[src/hdl/torque_limit_pkg.sv]
// Purpose: shared constants, register map and carrier types of the torque limit selector
// Assumes: apb slave, 32-bit data, limits in percent of rated torque
// Notes: method code selects which limit sources take part
package torque_limit_pkg;
  localparam int LIM_W = 16;
  localparam logic [LIM_W-1:0] LIM_RESET_P1 = 16'h0320;
  localparam logic [LIM_W-1:0] LIM_RESET_N1 = 16'h0320;
  localparam logic [LIM_W-1:0] LIM_RESET_P2 = 16'h0064;
  localparam logic [LIM_W-1:0] LIM_RESET_N2 = 16'h0064;
  localparam logic [LIM_W-1:0] LIM_RESET_MOTOR_MAX = 16'h012C;
  localparam logic [LIM_W-1:0] LIM_ZERO = 16'h0000;
  localparam logic [LIM_W-1:0] LIM_MAX = 16'hFFFF;

  localparam logic [11:0] ADDR_CTRL = 12'h000;
  localparam logic [11:0] ADDR_FWD_LIM1 = 12'h004;
  localparam logic [11:0] ADDR_REV_LIM1 = 12'h008;
  localparam logic [11:0] ADDR_FWD_LIM2 = 12'h00C;
  localparam logic [11:0] ADDR_REV_LIM2 = 12'h010;
  localparam logic [11:0] ADDR_MOTOR_MAX = 12'h014;
  localparam logic [11:0] ADDR_STATUS = 12'h018;
  localparam logic [11:0] ADDR_ACTIVE = 12'h01C;

  // ctrl fields
  localparam int CTRL_METHOD_LSB = 0;
  localparam int CTRL_FWD_MAP_BIT = 4;
  localparam int CTRL_REV_MAP_BIT = 5;
  localparam logic [2:0] CTRL_RESET_METHOD = 3'h0;

  // io field bit positions of the command frame
  localparam int IO_FWD_BIT = 0;
  localparam int IO_REV_BIT = 1;
  localparam int IO_W = 16;

  localparam logic [31:0] DATA_ZERO = 32'h00000000;

  // method codes: 0 lim1 only, 1 lim1 + gated lim2, 2 lim1 + cmd both ways,
  // 3 lim1 + gated cmd, 4 lim1 + gated lim2 + gated cmd
  localparam logic [2:0] METH_LIM1 = 3'h0;
  localparam logic [2:0] METH_LIM2_GATED = 3'h1;
  localparam logic [2:0] METH_CMD = 3'h2;
  localparam logic [2:0] METH_CMD_GATED = 3'h3;
  localparam logic [2:0] METH_BOTH_GATED = 3'h4;

  typedef struct packed {
    logic [LIM_W-1:0] fwd;
    logic [LIM_W-1:0] rev;
  } lim_pair_t;

  typedef struct packed {
    logic trial;
    logic speed_or_torque;
  } mode_t;
endpackage

[src/hdl/torque_limit_selector.sv]
// Purpose: pick the active forward and reverse torque limits
// Assumes: pins and command frame fields arrive asynchronously and are synchronised here
// Notes: limits refresh one cycle after the synchronised inputs settle
//
// Decided for this implementation: the APB register port and the placing of the registers.
`timescale 1ns/1ns
module torque_limit_selector (
  // clock, reset, enable
  input wire logic pclk,
  input wire logic presetn,
  input wire logic clk_en,
  // apb slave
  input wire logic psel,
  input wire logic penable,
  input wire logic pwrite,
  input wire logic [11:0] paddr,
  input wire logic [31:0] pwdata,
  output logic [31:0] prdata,
  output logic pready,
  output logic pslverr,
  // terminals and command frame
  input wire logic fwd_limit_pin,
  input wire logic rev_limit_pin,
  input wire logic [torque_limit_pkg::IO_W-1:0] cmd_io_field,
  input wire logic signed [torque_limit_pkg::LIM_W-1:0] cmd_torque_limit,
  input wire torque_limit_pkg::mode_t op_mode,
  // active limits
  output torque_limit_pkg::lim_pair_t active_limit
);
  logic [2:0] method;
  logic fwd_mapped;
  logic rev_mapped;
  torque_limit_pkg::lim_pair_t lim1;
  torque_limit_pkg::lim_pair_t lim2;
  logic [torque_limit_pkg::LIM_W-1:0] motor_max;

  logic fwd_pin_s1, fwd_pin_s2, rev_pin_s1, rev_pin_s2;
  logic [torque_limit_pkg::IO_W-1:0] io_s1, io_s2;
  logic [torque_limit_pkg::LIM_W-1:0] cmd_s1, cmd_s2;
  logic [1:0] mode_s1, mode_s2;

  logic fwd_limit_select;
  logic rev_limit_select;
  logic [torque_limit_pkg::LIM_W-1:0] cmd_mag;
  logic cmd_allowed;
  torque_limit_pkg::lim_pair_t next_limit;

  function automatic logic [torque_limit_pkg::LIM_W-1:0] min2(
    input logic [torque_limit_pkg::LIM_W-1:0] a,
    input logic [torque_limit_pkg::LIM_W-1:0] b
  );
    min2 = (a < b) ? a : b;
  endfunction

  // two-stage synchronisers; first stage feeds only the second
  always_ff @(posedge pclk or negedge presetn) begin
    if (!presetn) begin
      fwd_pin_s1 <= 1'b0;
      fwd_pin_s2 <= 1'b0;
      rev_pin_s1 <= 1'b0;
      rev_pin_s2 <= 1'b0;
      io_s1 <= '0;
      io_s2 <= '0;
      cmd_s1 <= '0;
      cmd_s2 <= '0;
      mode_s1 <= 2'h0;
      mode_s2 <= 2'h0;
    end else if (clk_en) begin
      fwd_pin_s1 <= fwd_limit_pin;
      fwd_pin_s2 <= fwd_pin_s1;
      rev_pin_s1 <= rev_limit_pin;
      rev_pin_s2 <= rev_pin_s1;
      io_s1 <= cmd_io_field;
      io_s2 <= io_s1;
      cmd_s1 <= cmd_torque_limit;
      cmd_s2 <= cmd_s1;
      mode_s1 <= op_mode;
      mode_s2 <= mode_s1;
    end
  end

  always_comb begin
    logic fwd_term;
    logic rev_term;
    logic use_lim2;
    logic use_cmd;
    logic cmd_gated;
    logic lim2_gated;
    logic [torque_limit_pkg::LIM_W-1:0] f;
    logic [torque_limit_pkg::LIM_W-1:0] r;
    fwd_term = fwd_pin_s2 & fwd_mapped;
    rev_term = rev_pin_s2 & rev_mapped;
    // an unmapped terminal reads as off; the command bit still counts
    fwd_limit_select = fwd_term | io_s2[torque_limit_pkg::IO_FWD_BIT];
    rev_limit_select = rev_term | io_s2[torque_limit_pkg::IO_REV_BIT];
    // most negative value saturates instead of wrapping
    if (cmd_s2[torque_limit_pkg::LIM_W-1]) begin
      cmd_mag = (cmd_s2 == 16'h8000) ? 16'h7FFF : 16'(-cmd_s2);
    end else begin
      cmd_mag = cmd_s2;
    end
    cmd_allowed = !(mode_s2[1] && mode_s2[0]);
    use_lim2 = (method == torque_limit_pkg::METH_LIM2_GATED) || (method == torque_limit_pkg::METH_BOTH_GATED);
    cmd_gated = (method == torque_limit_pkg::METH_CMD_GATED) || (method == torque_limit_pkg::METH_BOTH_GATED);
    lim2_gated = use_lim2;
    use_cmd = cmd_allowed && ((method == torque_limit_pkg::METH_CMD) || cmd_gated);
    f = lim1.fwd;
    r = lim1.rev;
    if (lim2_gated && fwd_limit_select) begin
      f = min2(f, lim2.fwd);
    end
    if (lim2_gated && rev_limit_select) begin
      r = min2(r, lim2.rev);
    end
    if (use_cmd) begin
      // gated command limit needs a mapped terminal per direction
      if (!cmd_gated || (fwd_mapped && fwd_limit_select)) begin
        f = min2(f, cmd_mag);
      end
      if (!cmd_gated || (rev_mapped && rev_limit_select)) begin
        r = min2(r, cmd_mag);
      end
    end
    next_limit.fwd = min2(f, motor_max);
    next_limit.rev = min2(r, motor_max);
  end

  always_ff @(posedge pclk or negedge presetn) begin
    if (!presetn) begin
      active_limit.fwd <= torque_limit_pkg::LIM_ZERO;
      active_limit.rev <= torque_limit_pkg::LIM_ZERO;
    end else if (clk_en) begin
      active_limit <= next_limit;
    end
  end

  // register writes take effect in the access phase; zero-wait slave
  logic wr_en;
  assign wr_en = psel && penable && pwrite;

  always_ff @(posedge pclk or negedge presetn) begin
    if (!presetn) begin
      method <= torque_limit_pkg::CTRL_RESET_METHOD;
      fwd_mapped <= 1'b0;
      rev_mapped <= 1'b0;
      lim1.fwd <= torque_limit_pkg::LIM_RESET_P1;
      lim1.rev <= torque_limit_pkg::LIM_RESET_N1;
      lim2.fwd <= torque_limit_pkg::LIM_RESET_P2;
      lim2.rev <= torque_limit_pkg::LIM_RESET_N2;
      motor_max <= torque_limit_pkg::LIM_RESET_MOTOR_MAX;
    end else if (clk_en && wr_en) begin
      if (paddr == torque_limit_pkg::ADDR_CTRL) begin
        method <= pwdata[torque_limit_pkg::CTRL_METHOD_LSB +: 3];
        fwd_mapped <= pwdata[torque_limit_pkg::CTRL_FWD_MAP_BIT];
        rev_mapped <= pwdata[torque_limit_pkg::CTRL_REV_MAP_BIT];
      end else if (paddr == torque_limit_pkg::ADDR_FWD_LIM1) begin
        lim1.fwd <= pwdata[torque_limit_pkg::LIM_W-1:0];
      end else if (paddr == torque_limit_pkg::ADDR_REV_LIM1) begin
        lim1.rev <= pwdata[torque_limit_pkg::LIM_W-1:0];
      end else if (paddr == torque_limit_pkg::ADDR_FWD_LIM2) begin
        lim2.fwd <= pwdata[torque_limit_pkg::LIM_W-1:0];
      end else if (paddr == torque_limit_pkg::ADDR_REV_LIM2) begin
        lim2.rev <= pwdata[torque_limit_pkg::LIM_W-1:0];
      end else if (paddr == torque_limit_pkg::ADDR_MOTOR_MAX) begin
        motor_max <= pwdata[torque_limit_pkg::LIM_W-1:0];
      end
    end
  end

  always_ff @(posedge pclk or negedge presetn) begin
    if (!presetn) begin
      prdata <= torque_limit_pkg::DATA_ZERO;
      pready <= 1'b0;
      pslverr <= 1'b0;
    end else if (clk_en) begin
      pready <= psel && !penable;
      pslverr <= 1'b0;
      prdata <= torque_limit_pkg::DATA_ZERO;
      if (psel && !penable) begin
        if (paddr == torque_limit_pkg::ADDR_CTRL) begin
          prdata <= {26'h0, rev_mapped, fwd_mapped, 1'b0, method};
        end else if (paddr == torque_limit_pkg::ADDR_FWD_LIM1) begin
          prdata <= {16'h0, lim1.fwd};
        end else if (paddr == torque_limit_pkg::ADDR_REV_LIM1) begin
          prdata <= {16'h0, lim1.rev};
        end else if (paddr == torque_limit_pkg::ADDR_FWD_LIM2) begin
          prdata <= {16'h0, lim2.fwd};
        end else if (paddr == torque_limit_pkg::ADDR_REV_LIM2) begin
          prdata <= {16'h0, lim2.rev};
        end else if (paddr == torque_limit_pkg::ADDR_MOTOR_MAX) begin
          prdata <= {16'h0, motor_max};
        end else if (paddr == torque_limit_pkg::ADDR_STATUS) begin
          prdata <= {29'h0, cmd_allowed, rev_limit_select, fwd_limit_select};
        end else if (paddr == torque_limit_pkg::ADDR_ACTIVE) begin
          prdata <= active_limit;
        end else begin
          pslverr <= 1'b1;
        end
      end
    end
  end
endmodule

[config.mk]
export PLATFORM = sky130hd
export DESIGN_NAME = torque_limit_selector
export DESIGN_NICKNAME = d
export VERILOG_FILES = /design/src/hdl/torque_limit_pkg.sv /design/src/hdl/torque_limit_selector.sv
export SDC_FILE = /design/constraint.sdc
export NUM_CORES = 1
export LEC_CHECK = 0
export BUFFER_PORTS_ARGS = -buffer_cell sky130_fd_sc_hd__buf_2
export CAP_MARGIN = 40
export CORE_ASPECT_RATIO = 0.8
export CORE_UTILIZATION = 50
export CTS_BUF_LIST = sky130_fd_sc_hd__clkbuf_8
export DETAILED_ROUTE_END_ITERATION = 10
export PLACE_DENSITY = 0.71
export SLEW_MARGIN = 40
export SYNTH_ARGS = -nofsm -noshare
export SYNTH_HDL_FRONTEND = slang
export SYNTH_SLANG_ARGS = --single-unit
[constraint.sdc]
create_clock -name pclk -period 13.5 [get_ports pclk]
set_clock_uncertainty 0.1 [all_clocks]
set_input_delay 0.675 -clock pclk [delete_from_list [all_inputs] [get_ports pclk]]
set_output_delay 0.675 -clock pclk [all_outputs]
set_load 0.005 [all_outputs]
==> results.json, run 1 <==
{
  "synthTopCellsByArea": "dfrtp_1, mux2_2, ha_1, mux2i_1, dfstp_2",
  "crit_path_start_kind": "register",
  "crit_type": "register to register",
  "vias": 9189,
  "rows": 49,
  "r2r-start": "lim1[9]",
  "synthCells": 1087,
  "synth.distinct_cells": 67,
  "worstSkewPairLatency_ns": 0.50,
  "avgViaCountPerCell": 6.094,
  "clock-root-buffer": "clkbuf_8",
  "place.gp.congestion": 0.9557,
  "vdd_drop_max_mv": 0.08817,
  "grt_setup_unrepaired": "false",
  "clkSinkCount": 195,
  "yosysTopAreaCell": "dfrtp_1",
  "slowest_stage": "and3_1",
  "routed_wl_mm": 31.55,
  "worstPathCellList": "ha_1 > a21oi_1 > o21ai_0 > a211oi_1 > o21ai_0 > nand2_2 > mux2i_1 > inv_1 > ha_1 > a21oi_1 > a21oi_1 > a211oi_1 > nor3b_1 > a21bo_1 > mux2i_1 > ha_1 > a211oi_1 > o21ai_0 > a221o_1 > a21oi_1 > a2111o_1 > and3_1 > a221o_1",
  "max_freq_mhz": 115.4,
  "fillers": 2010,
  "outcome": "complete, no violations",
  "grt_pass1_wl_mm": 49.84,
  "path_common_cell": "a21oi_1",
  "cts_hold_buf": 0,
  "synth-edff-count": 0,
  "hold_violations": 0,
  "first_pass_iters": 8,
  "post_cts_buffers": 0,
  "core_sq_mm": 0.02275,
  "synthMuxAreaShare_pct": 18.42,
  "drv_slew": 0,
  "final_cells": 1508,
  "ys_warn_count": 0,
  "synth_top_family_by_area": "multiplexers",
  "yosysSeqAreaShare_pct": 41.82,
  "r2r_setup_slack_ns": 4.83,
  "placedCellCount": 1476,
  "grt_max_degree": 74,
  "cts_tree": "built",
  "pwr_density_cell_mw_per_mm2": 89.63,
  "fin_tns_setup_ns": 0,
  "syn_to_final_growth_pct": 11.26,
  "grt_use_total_pct": 26.79,
  "crit_start": "lim1[9]",
  "port_buffers": 121,
  "synth-simple-area-share_pct": 7.165,
  "min_period_ns": 8.666,
  "syn_area_sq_mm": 0.01172,
  "p_leak_uw": 0.006511,
  "synth_flop_cell": "dfrtp_1",
  "final_antenna_net_count": 0,
  "post-route-drc-count": 0,
  "clkSlewWorstSetupHoldPaths_ns": 0.11,
  "synth_xor_area_share_pct": 0.8222,
  "initial_utilization_pct": 51.52,
  "wl_per_cell_um": 20.92,
  "hp-class": "primary input to asynchronous set/reset pin",
  "synth_fa_ha_area_share_pct": 9.717,
  "first_iter_violations": 784,
  "relSlewSlack_pct": 42.18,
  "htree_levels": 4,
  "grt_pass1_vias": 8896,
  "avgSynthCellArea_sq_um": 10.78,
  "cp_top_family": "compound AO/OA/AOI/OAI gates",
  "max-clock-path-buffers": 2,
  "path_buf_inv": 1,
  "worstSetupEndpoint": "active_limit[9]",
  "final_layout_size_suffix_gt1_share_pct": 27.45,
  "endpoint_kind": "register",
  "nets": 1366,
  "required_ns": 13.82,
  "overflow": 0,
  "postSynth.asyncResetShare_pct": 100.0,
  "max_stage_delay_ns": 0.73,
  "worst_pin_slew_ns": 0.8622,
  "synth_top_cells_by_count": "dfrtp_1, mux2_2, inv_1, ha_1, mux2i_1",
  "cap_violations": 0,
  "worstRegToRegCells": 23,
  "cts-resized-gates": 0,
  "synth_compound_area_share_pct": 17.20,
  "dieArea_sq_mm": 0.02406,
  "hpwl_mm": 23.97,
  "fin_crit_sh_pct": 64.19,
  "crit_cells": 23,
  "dieWidth_um": 173.2,
  "numCtsBuffers": 17,
  "synth_nets": 1264,
  "ys_ff_latch": 195,
  "antenna_found_initial": 0,
  "yosysMostFrequentCell": "dfrtp_1",
  "synth_top_cell_area_share_pct": 38.23,
  "timing.rr.end": "active_limit[9]",
  "io_pins": 152,
  "die_height_um": 138.9,
  "crit_fanout": 16,
  "setup_viol": 0,
  "crit_arrival_ns": 8.98,
  "antenna-diode-count": 0
}
==> worst reg2reg max path, cell delays in order, from the launching register on <==
cell and delay, ns:
dfstp_2 0.58, ha_1 0.25, a21oi_1 0.15, o21ai_0 0.21, a211oi_1 0.40, o21ai_0 0.26, nand2_2 0.50, mux2i_1 0.46
inv_1 0.10, ha_1 0.34, a21oi_1 0.17, a21oi_1 0.10, a211oi_1 0.69, nor3b_1 0.31, a21bo_1 0.69, mux2i_1 0.38
ha_1 0.30, a211oi_1 0.26, o21ai_0 0.18, a221o_1 0.40, a21oi_1 0.24, a2111o_1 0.56, and3_1 0.73, a221o_1 0.25
==> logic make-up (layout without fill, tap and decap cells) <==
| family | count (synthesis) | after routing |
|---|---|---|
| flops | 195 | 195 |
| xor+xnor | 11 | 11 |
| mux | 199 | 199 |
| fa+ha+maj | 91 | 91 |
| compound gates | 279 | 279 |
| buf+inv | 142 | 257 |
| simple gates | 170 | 170 |
==> sequential cells by signal, indices dropped and copies added (netlist names), 3 cells and up <==
name          flops
method            3
cmd_s1           16
lim2             32
cmd_s2           16
prdata           32
active_limit     32
motor_max        16
lim1             32
==> worst min-delay path by stage <==
| stage | end | cells past startpoint | start |
|---|---|---|---|
| after floorplan | active_limit[0] | 0 | presetn |
| after global placement | cmd_s2[0] | 2 | cmd_s1[0] |
| after detailed placement | pslverr | 1 | pslverr |
| after CTS | active_limit[21] | 1 | presetn |
| after global routing | prdata[12] | 1 | presetn |
| final | prdata[16] | 1 | presetn |
==> metal layers <==
metal	global-route usage, %	up-vias	share of wire (%)	wire (um)
met5	0	-	0	0
met2	39.83	303	44	13870
met1	39.50	4551	48	15280
met3	4.852	46	5.4	1702
met4	8.430	0	2.2	694
li1	-	4289	-	-
==> final cells by class <==
class / instances / area, sq um / area share (%)
timing repair buffer: 131 / 699.4 / 5.365
clock inverter: 15 / 183.9 / 1.411
inverter: 94 / 352.8 / 2.707
tap: 306 / 382.9 / 2.937
multi-input combinational: 750 / 6284 / 48.20
sequential: 195 / 4900 / 37.59
clock buffer: 17 / 234.0 / 1.795
==> power by group <==
group / switching, uW / internal (uW) / leakage (uW)
Combinational: 81.1 / 52.1 / 0.00376
Sequential: 20.9 / 604 / 0.00254
Clock: 237 / 174 / 0.000213
==> cell usage in the layout, fill, tap and decap left out, drive strengths merged, types with 7 or more instances in the layout <==
cell,n
mux2i,66
ha,91
mux2,133
dfrtp,179
a211oi,31
nand4,10
nor2,49
nand2,43
nand2b,9
a22o,17
clkbuf,18
o2bb2ai,12
o21ai,44
dfstp,16
a221oi,15
inv,104
a221o,16
a222oi,11
nand3,11
a21o,8
nor3,13
o21a,7
a21oi,51
o22ai,9
buf,130
a22oi,13
==> stage by stage <==
step	cell area [sq um]	hold WS [ns]	total power, uW	util (%)	setup slack [ns]
final	13040	0.01730	1168	57.31	4.834
after global routing	13040	0.01107	1219	57.31	4.577
after CTS	13030	0.003396	1176	57.29	5.219
after detailed placement	12610	0.3683	767.3	55.45	5.273
after global placement	12590	0.3624	762.8	55.35	5.219
after floorplan	11720	0.2794	710.4	-	6.962
Note: power is estimated with default switching activity, not from simulation.
==> inputs of run 2 (changes only) <==
==> constraint.sdc (replaced) <==
create_clock -name pclk -period 8.6 [get_ports pclk]
set_clock_uncertainty 0.1 [all_clocks]
set_input_delay 0.43 -clock pclk [delete_from_list [all_inputs] [get_ports pclk]]
set_output_delay 0.43 -clock pclk [all_outputs]
set_load 0.005 [all_outputs]
==> results.json, run 2 (synthesized netlist as in run 1, its figures left out) <==
{
  "pwr_density_cell_mw_per_mm2": 140.5,
  "vias": 9215,
  "routed_wl_mm": 31.68,
  "setup_viol": 0,
  "drv_slew": 0,
  "syn_to_final_growth_pct": 11.94,
  "grt_use_total_pct": 27.15,
  "outcome": "complete, no violations",
  "dpl-instance-area_sq_mm": 0.01267,
  "final_cell_area_sq_mm": 0.01312,
  "max-clock-path-buffers": 2,
  "dieArea_sq_mm": 0.02406,
  "post_cts_buffers": 0,
  "final_layout_size_suffix_gt1_share_pct": 27.81,
  "cts-resized-gates": 0,
  "port_buffers": 121,
  "cts_hold_buf": 1,
  "cap_violations": 0,
  "hold_violations": 0,
  "final_cell_mix": "dfrtp_1, mux2_2, buf_2, inv_1, ha_1",
  "antenna_found_initial": 0,
  "required_ns": 8.94,
  "first_iter_violations": 814,
  "final_antenna_net_count": 0,
  "grt_setup_unrepaired": "false",
  "cts_tree": "built",
  "endpoint_kind": "register",
  "crit_path_start_kind": "register",
  "initial_utilization_pct": 51.52,
  "place.gp.congestion": 0.9508,
  "final_common_cell": "dfrtp_1",
  "grt_pass1_vias": 8955,
  "hp-class": "primary input to register",
  "nets": 1376,
  "fin_util_pct": 57.67,
  "clkSlewWorstSetupHoldPaths_ns": 0.11,
  "post-route-drc-count": 0,
  "p_leak_uw": 0.006554,
  "fin_crit_sh_pct": 88.23,
  "worst_pin_slew_ns": 0.8342,
  "io_pins": 152,
  "vdd_drop_max_mv": 0.1133,
  "clkSinkCount": 195,
  "placedCellCount": 1484,
  "wl_per_cell_um": 20.87,
  "antenna-diode-count": 0,
  "dieWidth_um": 173.2,
  "htree_levels": 4,
  "crit_fanout": 17,
  "hpwl_mm": 24.21,
  "final_cells": 1518,
  "grt_max_degree": 76,
  "max_freq_mhz": 131.8,
  "clock-root-buffer": "clkbuf_8",
  "fin_tns_setup_ns": 0,
  "grt_pass1_wl_mm": 50.38,
  "rows": 49,
  "relSlewSlack_pct": 44.38,
  "min_period_ns": 7.588,
  "worstSkewPairLatency_ns": 0.52,
  "crit_type": "register to register",
  "fillers": 1962,
  "numCtsBuffers": 17,
  "avgViaCountPerCell": 6.070,
  "first_pass_iters": 8,
  "core_sq_mm": 0.02275,
  "crit_arrival_ns": 7.93,
  "die_height_um": 138.9,
  "overflow": 0
}
[run 2: final timing paths]
check / from / cells past startpoint / slack, ns / to
setup reg to reg: lim1[9] / 25 / 1.01 / active_limit[11]
hold / removal: cmd_torque_limit[5] / 2 / 0.04 / cmd_s1[5]
min in group asynchronous: presetn / 2 / 0.39 / active_limit[23]
setup / recovery: lim1[9] / 25 / 1.01 / active_limit[11]
hold reg to reg: cmd_s1[0] / 2 / 0.38 / cmd_s2[0]
max in group asynchronous: presetn / 3 / 6.91 / lim1[1]
[run 2: layout make-up]
cell class | instances | area, sq um | share of cell area, %
Clock buffer | 17 | 234.0 | 1.784
Multi-Input combinational cell | 750 | 6282 | 47.90
Timing Repair Buffer | 141 | 777.0 | 5.924
Sequential cell | 195 | 4900 | 37.36
Clock inverter | 15 | 187.7 | 1.431
Inverter | 94 | 352.8 | 2.690
Tap cell | 306 | 382.9 | 2.919
[run 2: power breakdown]
group | leakage [uW] | internal [uW] | switching [uW]
clock | 0.000210 | 273 | 380
sequential | 0.00254 | 947 | 33.0
combinational | 0.00380 | 82.0 | 128
total | 0.00655 | 1300 | 540
[run 2: metrics by stage]
step / total power [uW] / worst slack, ns / hold WS (ns)
floorplan: 1115 / 2.062 / 0.03441
global placement: 1196 / 1.098 / 0.3643
detailed placement: 1205 / 0.9786 / 0.3683
CTS: 1853 / 0.9254 / 0.01639
global route: 1919 / 0.5372 / 0.01202
finish: 1843 / 1.012 / 0.03614
[run 2: metal layers]
layer  vias up  part of all wire [%]  global-route usage [%]  wire, um
li1       4290                     -                       -         -
met1      4574                    48                   39.04     15230
met2       315                    44                   41.68     14020
met3        36                   6.1                   5.811      1920
met4         0                   1.6                   6.707       503
met5         -                     0                       0         0
[run 2: critical path, stage by stage, from the launching register on]
cell,delay [ns]
dfstp_2,0.58
ha_1,0.25
a21oi_1,0.16
o21ai_0,0.19
a211oi_1,0.37
o21ai_0,0.23
nand2_2,0.42
mux2i_1,0.43
inv_1,0.09
ha_1,0.34
nand4_1,0.16
nor2_1,0.06
a211oi_1,0.64
nor3b_1,0.28
a21bo_1,0.58
buf_4,0.27
mux2i_1,0.25
ha_1,0.28
nand3_1,0.14
o22ai_1,0.13
or4_1,0.44
a31oi_1,0.18
buf_4,0.25
and3_1,0.27
buf_4,0.23
a221o_1,0.17
